<file path="src/pll_status_pkg.sv">
// Purpose: shared constants and carrier types for the pll status readback
// Assumes: byte-wide register access at printed offsets
// Notes:   status bits 7:6 read as zero
package pll_status_pkg;
  localparam logic [9:0] STATUS_ADDR        = 10'h01f;
  localparam logic [9:0] CTRL_ADDR          = 10'h01d;
  localparam int         CTRL_DISABLE_BIT   = 4;
  localparam int         BIT_HOLDOVER       = 5;
  localparam int         BIT_REFERENCE_TWO_SELECTED = 4;
  localparam int         BIT_CLK_ABOVE              = 3;
  localparam int         BIT_REFERENCE_TWO_ABOVE    = 2;
  localparam int         BIT_REFERENCE_ONE_ABOVE    = 1;
  localparam int         BIT_LOCKED         = 0;
  localparam logic [7:0] STATUS_RESET       = 8'h00;
  localparam logic       DISABLE_RESET      = 1'b0;
  localparam int         SYNC_STAGES        = 2;

  // raw status levels gathered from the monitors, one bit each
  typedef struct packed {
    logic holdover_active;
    logic reference_input_two_selected;
    logic clk_above_threshold;
    logic reference_input_two_above;
    logic reference_input_one_above;
    logic digital_locked;
  } status_raw_s;

  // register access request from the serial control port
  typedef struct packed {
    logic       wr;
    logic       rd;
    logic [9:0] addr;
    logic [7:0] wdata;
  } reg_req_s;
endpackage

</file>
<file path="src/status_sync.sv">
// Purpose: two-flop synchroniser for a bundle of status levels
// Assumes: inputs are slow levels from other logic or pins
// Notes:   first stage is read only by the second stage
`timescale 1ns/1ns
module status_sync (
  input  wire logic                       ref_clk_i,
  input  wire logic                       rst_i,
  input  wire pll_status_pkg::status_raw_s async_i,
  output pll_status_pkg::status_raw_s      sync_o
);
  pll_status_pkg::status_raw_s meta_reg;
  pll_status_pkg::status_raw_s meta_next;
  pll_status_pkg::status_raw_s sync_reg;
  pll_status_pkg::status_raw_s sync_next;

  // next stage values
  always_comb begin
    meta_next = async_i;
    sync_next = meta_reg;
  end

  // both stages reset to a constant
  always_ff @(posedge ref_clk_i or posedge rst_i) begin
    if (rst_i) begin
      meta_reg <= '0;
      sync_reg <= '0;
    end else begin
      meta_reg <= meta_next;
      sync_reg <= sync_next;
    end
  end

  assign sync_o = sync_reg;
endmodule

</file>
<file path="src/pll_status_readback.sv">
// Purpose: read-only pll status register with refresh disable control
// Assumes: serial port decode delivers one-cycle rd/wr strobes
// Notes:   status snapshot frozen while the disable bit is set
// Operation
// - bit 5 shows holdover state, frozen with the other bits
// - bit 4 shows selected reference input
// - bit 3 shows clk above threshold
// - bit 2 shows reference two above threshold
// - bit 1 shows reference one above threshold
// - bit 0 shows digital lock result
// - disable bit freezes automatic status refresh
`timescale 1ns/1ns
module pll_status_readback (
  input  wire logic                        ref_clk_i,
  input  wire logic                        rst_i,
  input  wire pll_status_pkg::status_raw_s status_i,
  input  wire pll_status_pkg::reg_req_s    req_i,
  output logic      [7:0]                  rdata_o,
  output logic                             rvalid_o,
  output logic                             disable_o
);
  // resampled monitor levels
  pll_status_pkg::status_raw_s synced;

  // decoded request qualifiers
  logic                        ctrl_write;
  logic                        ctrl_read;
  logic                        status_read;

  // status snapshot group
  logic [7:0]                  status_reg;
  logic [7:0]                  status_next;

  // refresh control group
  logic                        disable_reg;
  logic                        disable_next;

  // read answer group
  logic [7:0]                  rdata_reg;
  logic [7:0]                  rdata_next;
  logic                        rvalid_reg;
  logic                        rvalid_next;

  // one address compare, shared by the write and read decode
  function automatic logic addr_hit(
    input logic [9:0] addr,
    input logic [9:0] target
  );
    addr_hit = (addr == target);
  endfunction

  // monitor levels come from other logic, so resample them;
  // two cycles of latency traded for no metastable snapshot bits
  status_sync status_sync_i (
    .ref_clk_i (ref_clk_i),
    .rst_i     (rst_i),
    .async_i   (status_i),
    .sync_o    (synced)
  );

  // request decode; the status address has no write decode at all
  assign ctrl_write  = req_i.wr && addr_hit(req_i.addr, pll_status_pkg::CTRL_ADDR);
  assign ctrl_read   = req_i.rd && addr_hit(req_i.addr, pll_status_pkg::CTRL_ADDR);
  assign status_read = req_i.rd && addr_hit(req_i.addr, pll_status_pkg::STATUS_ADDR);

  // refresh disable bit, written only at the control address
  always_comb begin
    disable_next = disable_reg;
    if (ctrl_write) begin
      disable_next = req_i.wdata[pll_status_pkg::CTRL_DISABLE_BIT];
    end
  end

  always_ff @(posedge ref_clk_i or posedge rst_i) begin
    if (rst_i) begin
      disable_reg <= pll_status_pkg::DISABLE_RESET;
    end else begin
      disable_reg <= disable_next;
    end
  end

  // status snapshot; uses the old disable value on a same-cycle write
  always_comb begin
    status_next = status_reg;
    // writes to the status address fall through untouched
    if (!disable_reg) begin // refresh only while enabled
      status_next = 8'h00;
      status_next[pll_status_pkg::BIT_HOLDOVER] =
        synced.holdover_active;
      status_next[pll_status_pkg::BIT_REFERENCE_TWO_SELECTED] =
        synced.reference_input_two_selected;
      status_next[pll_status_pkg::BIT_CLK_ABOVE] =
        synced.clk_above_threshold;
      status_next[pll_status_pkg::BIT_REFERENCE_TWO_ABOVE] =
        synced.reference_input_two_above;
      status_next[pll_status_pkg::BIT_REFERENCE_ONE_ABOVE] =
        synced.reference_input_one_above;
      status_next[pll_status_pkg::BIT_LOCKED] =
        synced.digital_locked;
    end
  end

  always_ff @(posedge ref_clk_i or posedge rst_i) begin
    if (rst_i) begin
      status_reg <= pll_status_pkg::STATUS_RESET;
    end else begin
      status_reg <= status_next;
    end
  end

  // read mux; unmapped addresses answer zero
  always_comb begin
    rdata_next  = 8'h00;
    rvalid_next = req_i.rd;
    if (status_read) begin
      rdata_next = status_reg;
    end else if (ctrl_read) begin
      rdata_next[pll_status_pkg::CTRL_DISABLE_BIT] = disable_reg;
    end
  end

  // read answer stands for exactly one cycle
  always_ff @(posedge ref_clk_i or posedge rst_i) begin
    if (rst_i) begin
      rdata_reg  <= 8'h00;
      rvalid_reg <= 1'b0;
    end else begin
      rdata_reg  <= rdata_next;
      rvalid_reg <= rvalid_next;
    end
  end

  // outputs come straight from their flip-flops
  assign rdata_o   = rdata_reg;
  assign rvalid_o  = rvalid_reg;
  assign disable_o = disable_reg;
endmodule

</file>
<file path="config.mk">
export PLATFORM = sky130hd
export DESIGN_NAME = pll_status_readback
export DESIGN_NICKNAME = d
export VERILOG_FILES = /design/src/pll_status_pkg.sv /design/src/status_sync.sv /design/src/pll_status_readback.sv
export SDC_FILE = /design/constraint.sdc
export NUM_CORES = 1
export LEC_CHECK = 0
export ABC_AREA = 1
export CAP_MARGIN = 5
export CORE_MARGIN = 2
export CORE_UTILIZATION = 45
export CTS_CLUSTER_SIZE = 12
export DETAILED_ROUTE_END_ITERATION = 8
export DONT_BUFFER_PORTS = 1
export PLACE_DENSITY = 0.66
export SLEW_MARGIN = 0
export SYNTH_ARGS = -nofsm -noshare
export SYNTH_HDL_FRONTEND = slang
export SYNTH_SLANG_ARGS = --single-unit
export TNS_END_PERCENT = 5
</file>
<file path="constraint.sdc">
create_clock -name ref_clk_i -period 2.25 [get_ports ref_clk_i]
set_clock_uncertainty 0.15 [all_clocks]
set_input_delay 0.45 -clock ref_clk_i [delete_from_list [all_inputs] [get_ports ref_clk_i]]
set_output_delay 0.45 -clock ref_clk_i [all_outputs]
set_load 0.01 [all_outputs]
</file>
==> results.py <==
metrics = {
    "drt": {
        "vias": 531,
        "drtIter0Drc": 5,
        "viasPerCell": 4.46,
        "firstDrtPassIters": 4,
        "routed_wl_mm": 1.20,
        "drc_errors": 0,
        "ant_nets": 0,
        "wire_per_inst_um": 10.1,
    },
    "power": {
        "ir_drop_v": 0.000637,
        "power_density_nw_per_um2": 679,
        "p_leak_nw": 0.526,
    },
    "clocking": {
        "cts_tree": "done",
        "clock_latency_ns": 0.30,
        "cts.sinks": 26,
        "cts_made_buffers": 3,
        "clockBufferDepth": 2,
        "clockRootBuffer": "clkbuf_4",
        "clk_pin_slew_worst_paths_ns": 0.11,
        "htreeDepth": 1,
    },
    "sta": {
        "worst_slew_pin_slew_ns": 0.887,
        "slew_violations": 0,
        "final.setup.tns_ns": 0,
        "fin_crit_sh_pct": 68.4,
        "rsz0062_at_grt": "no",
        "slew_headroom_pct": 40.8,
        "setup_viol": 0,
        "fmax_mhz": 649,
        "finalCriticalPeriod_ns": 1.54,
        "hold_viol": 0,
    },
    "placement": {
        "dp_hpwl_um": 871,
        "place_congestion": 0.783,
        "io_buffers": 0,
        "dp_cells": 109,
    },
    "worst_setup_path": {
        "cp-end-kind": "primary output",
        "cp-startpoint": "disable_o$_DFFE_PP0P_",
        "cp.required_ns": 1.65,
        "start_kind": "flip-flop",
        "worstPathMaxFanout": 14,
        "reg2reg_from": "disable_o$_DFFE_PP0P_",
        "cp.arrival_ns": 0.94,
        "critPathKind": "reg -> out",
    },
    "cells_and_area": {
        "num_antenna_cells": 0,
        "final_cells": 119,
        "drive_above_1_share_pct": 9.78,
        "final_nets": 122,
        "fillers": 184,
        "syn2layout_area_growth_pct": 11.9,
    },
    "die": {
        "ioPinCount": 38,
        "start_util_pct": 47.3,
        "fp.dieW_um": 49.4,
        "core_area_sq_um": 1960,
        "rows": 16,
        "die_y_um": 49.4,
        "die_area_sq_um": 2440,
    },
    "global_route": {
        "grt_util_all_layers_pct": 10.9,
        "grt_pass1_vias": 478,
        "antenna_found_initial": 0,
        "grt_pass1_wl_mm": 1.97,
        "grt-ovfl-total": 0,
        "grt_max_degree": 27,
    },
    "synthesis": {
        "yosysSeqAreaShare_pct": 70.2,
        "syn_area_per_cell_sq_um": 11.0,
        "ys_warn_count": 0,
        "ys_ff_latch": 26,
        "syn_area_sq_um": 927,
        "synth_cell_types": 15,
        "synthCells": 84,
    },
    "min_path": {
        "hold_path.class": "in -> async",
    },
    "run_status": {
        "status": "complete, no violations",
    },
    "flow_run": {
        "drv_cap": 0,
    },
}
-- synthesized netlist by cell type (all sizes together) --
| master | instances | area, sq um |
|---|---|---|
| a21oi | 5 | 25.0 |
| buf | 3 | 20.0 |
| conb | 1 | 3.75 |
| dfrtp | 26 | 651 |
| inv | 13 | 48.8 |
| mux2 | 1 | 11.3 |
| nand2 | 10 | 40.0 |
| nand3 | 1 | 10.0 |
| nand4 | 5 | 31.3 |
| nor2 | 18 | 70.1 |
| nor3 | 1 | 16.3 |
-- routing by layer --
layer	GRT usage (%)	wire length, um
met5	0	0
met4	1.39	0
met3	6.44	90
met2	20.0	615
met1	10.9	495
-- where the power goes --
| part | switching (mW) | internal [mW] | leakage, nW |
|---|---|---|---|
| registers | 0.00605 | 0.484 | 0.319 |
| logic | 0.0241 | 0.0163 | 0.193 |
| clock network | 0.111 | 0.0624 | 0.0138 |
| total | 0.141 | 0.563 | 0.526 |
-- layout by cell type, fill, tap and decap left out --
master	count
a21oi_1	5
clkbuf_4	3
conb_1	2
dfrtp_1	26
dlygate4sd3_1	7
inv_1	12
inv_2	1
mux2_2	1
nand2_1	9
nand2_2	1
nand3_2	1
nand4_1	5
nor2_1	17
nor2_2	1
nor3_4	1
-- logic make-up (layout without fill, tap and decap cells) --
group | Yosys count | count (layout) | share of synthesized area (%)
AND/OR/NAND/NOR | 35 | 35 | 18.1
flip-flops | 26 | 26 | 70.2
buffers and inverters | 16 | 23 | 7.42
AO/OA/AOI/OAI | 5 | 5 | 2.70
other | 1 | 2 | 0.404
multiplexers | 1 | 1 | 1.21
-- what timing repair did --
action	in CTS	in global routing
gates resized for setup	0	0
hold buffers	1	6
setup buffers	0	0
endpoints found under the hold margin	1	6
-- area by class of cell --
class	instances	area (sq um)	share of cell area, %
Sequential cell	26	651	62.7
Multi-Input combinational cell	43	211	20.4
Timing Repair Buffer	7	70.1	6.76
Inverter	13	48.8	4.70
Tap cell	27	33.8	3.26
Clock buffer	3	22.5	2.17
-- through the flow --
stage	worst slack, ns	hold WS [ns]	utilization, %	area [sq um]	power, mW
finish	0.710	0.0650	52.9	1040	0.705
global route	0.622	0.135	52.9	1040	0.742
CTS	0.682	0.000688	49.8	977	0.710
detailed placement	0.916	0.186	48.2	945	0.532
global placement	0.955	0.183	48.2	945	0.529
floorplan	1.12	0.181	-	931	0.528
-- final timing paths --
check | endpoint | slack (ns) | cells after the start
worst max-delay path | disable_o | 0.71 | 0
worst min-delay path | status_sync_i.meta_reg[3]$_DFF_PP0_ | 0.07 | 1
worst max register to register | status_reg[4]$_DFFE_PP0N_ | 0.97 | 1
worst min register to register | status_sync_i.sync_o[4]$_DFF_PP0_ | 0.21 | 0
max in group asynchronous | disable_o$_DFFE_PP0P_ | 1.35 | 1
min in group ref_clk_i | disable_o$_DFFE_PP0P_ | 0.13 | 2
No activity file was read; power rests on OpenSTA's default activity.
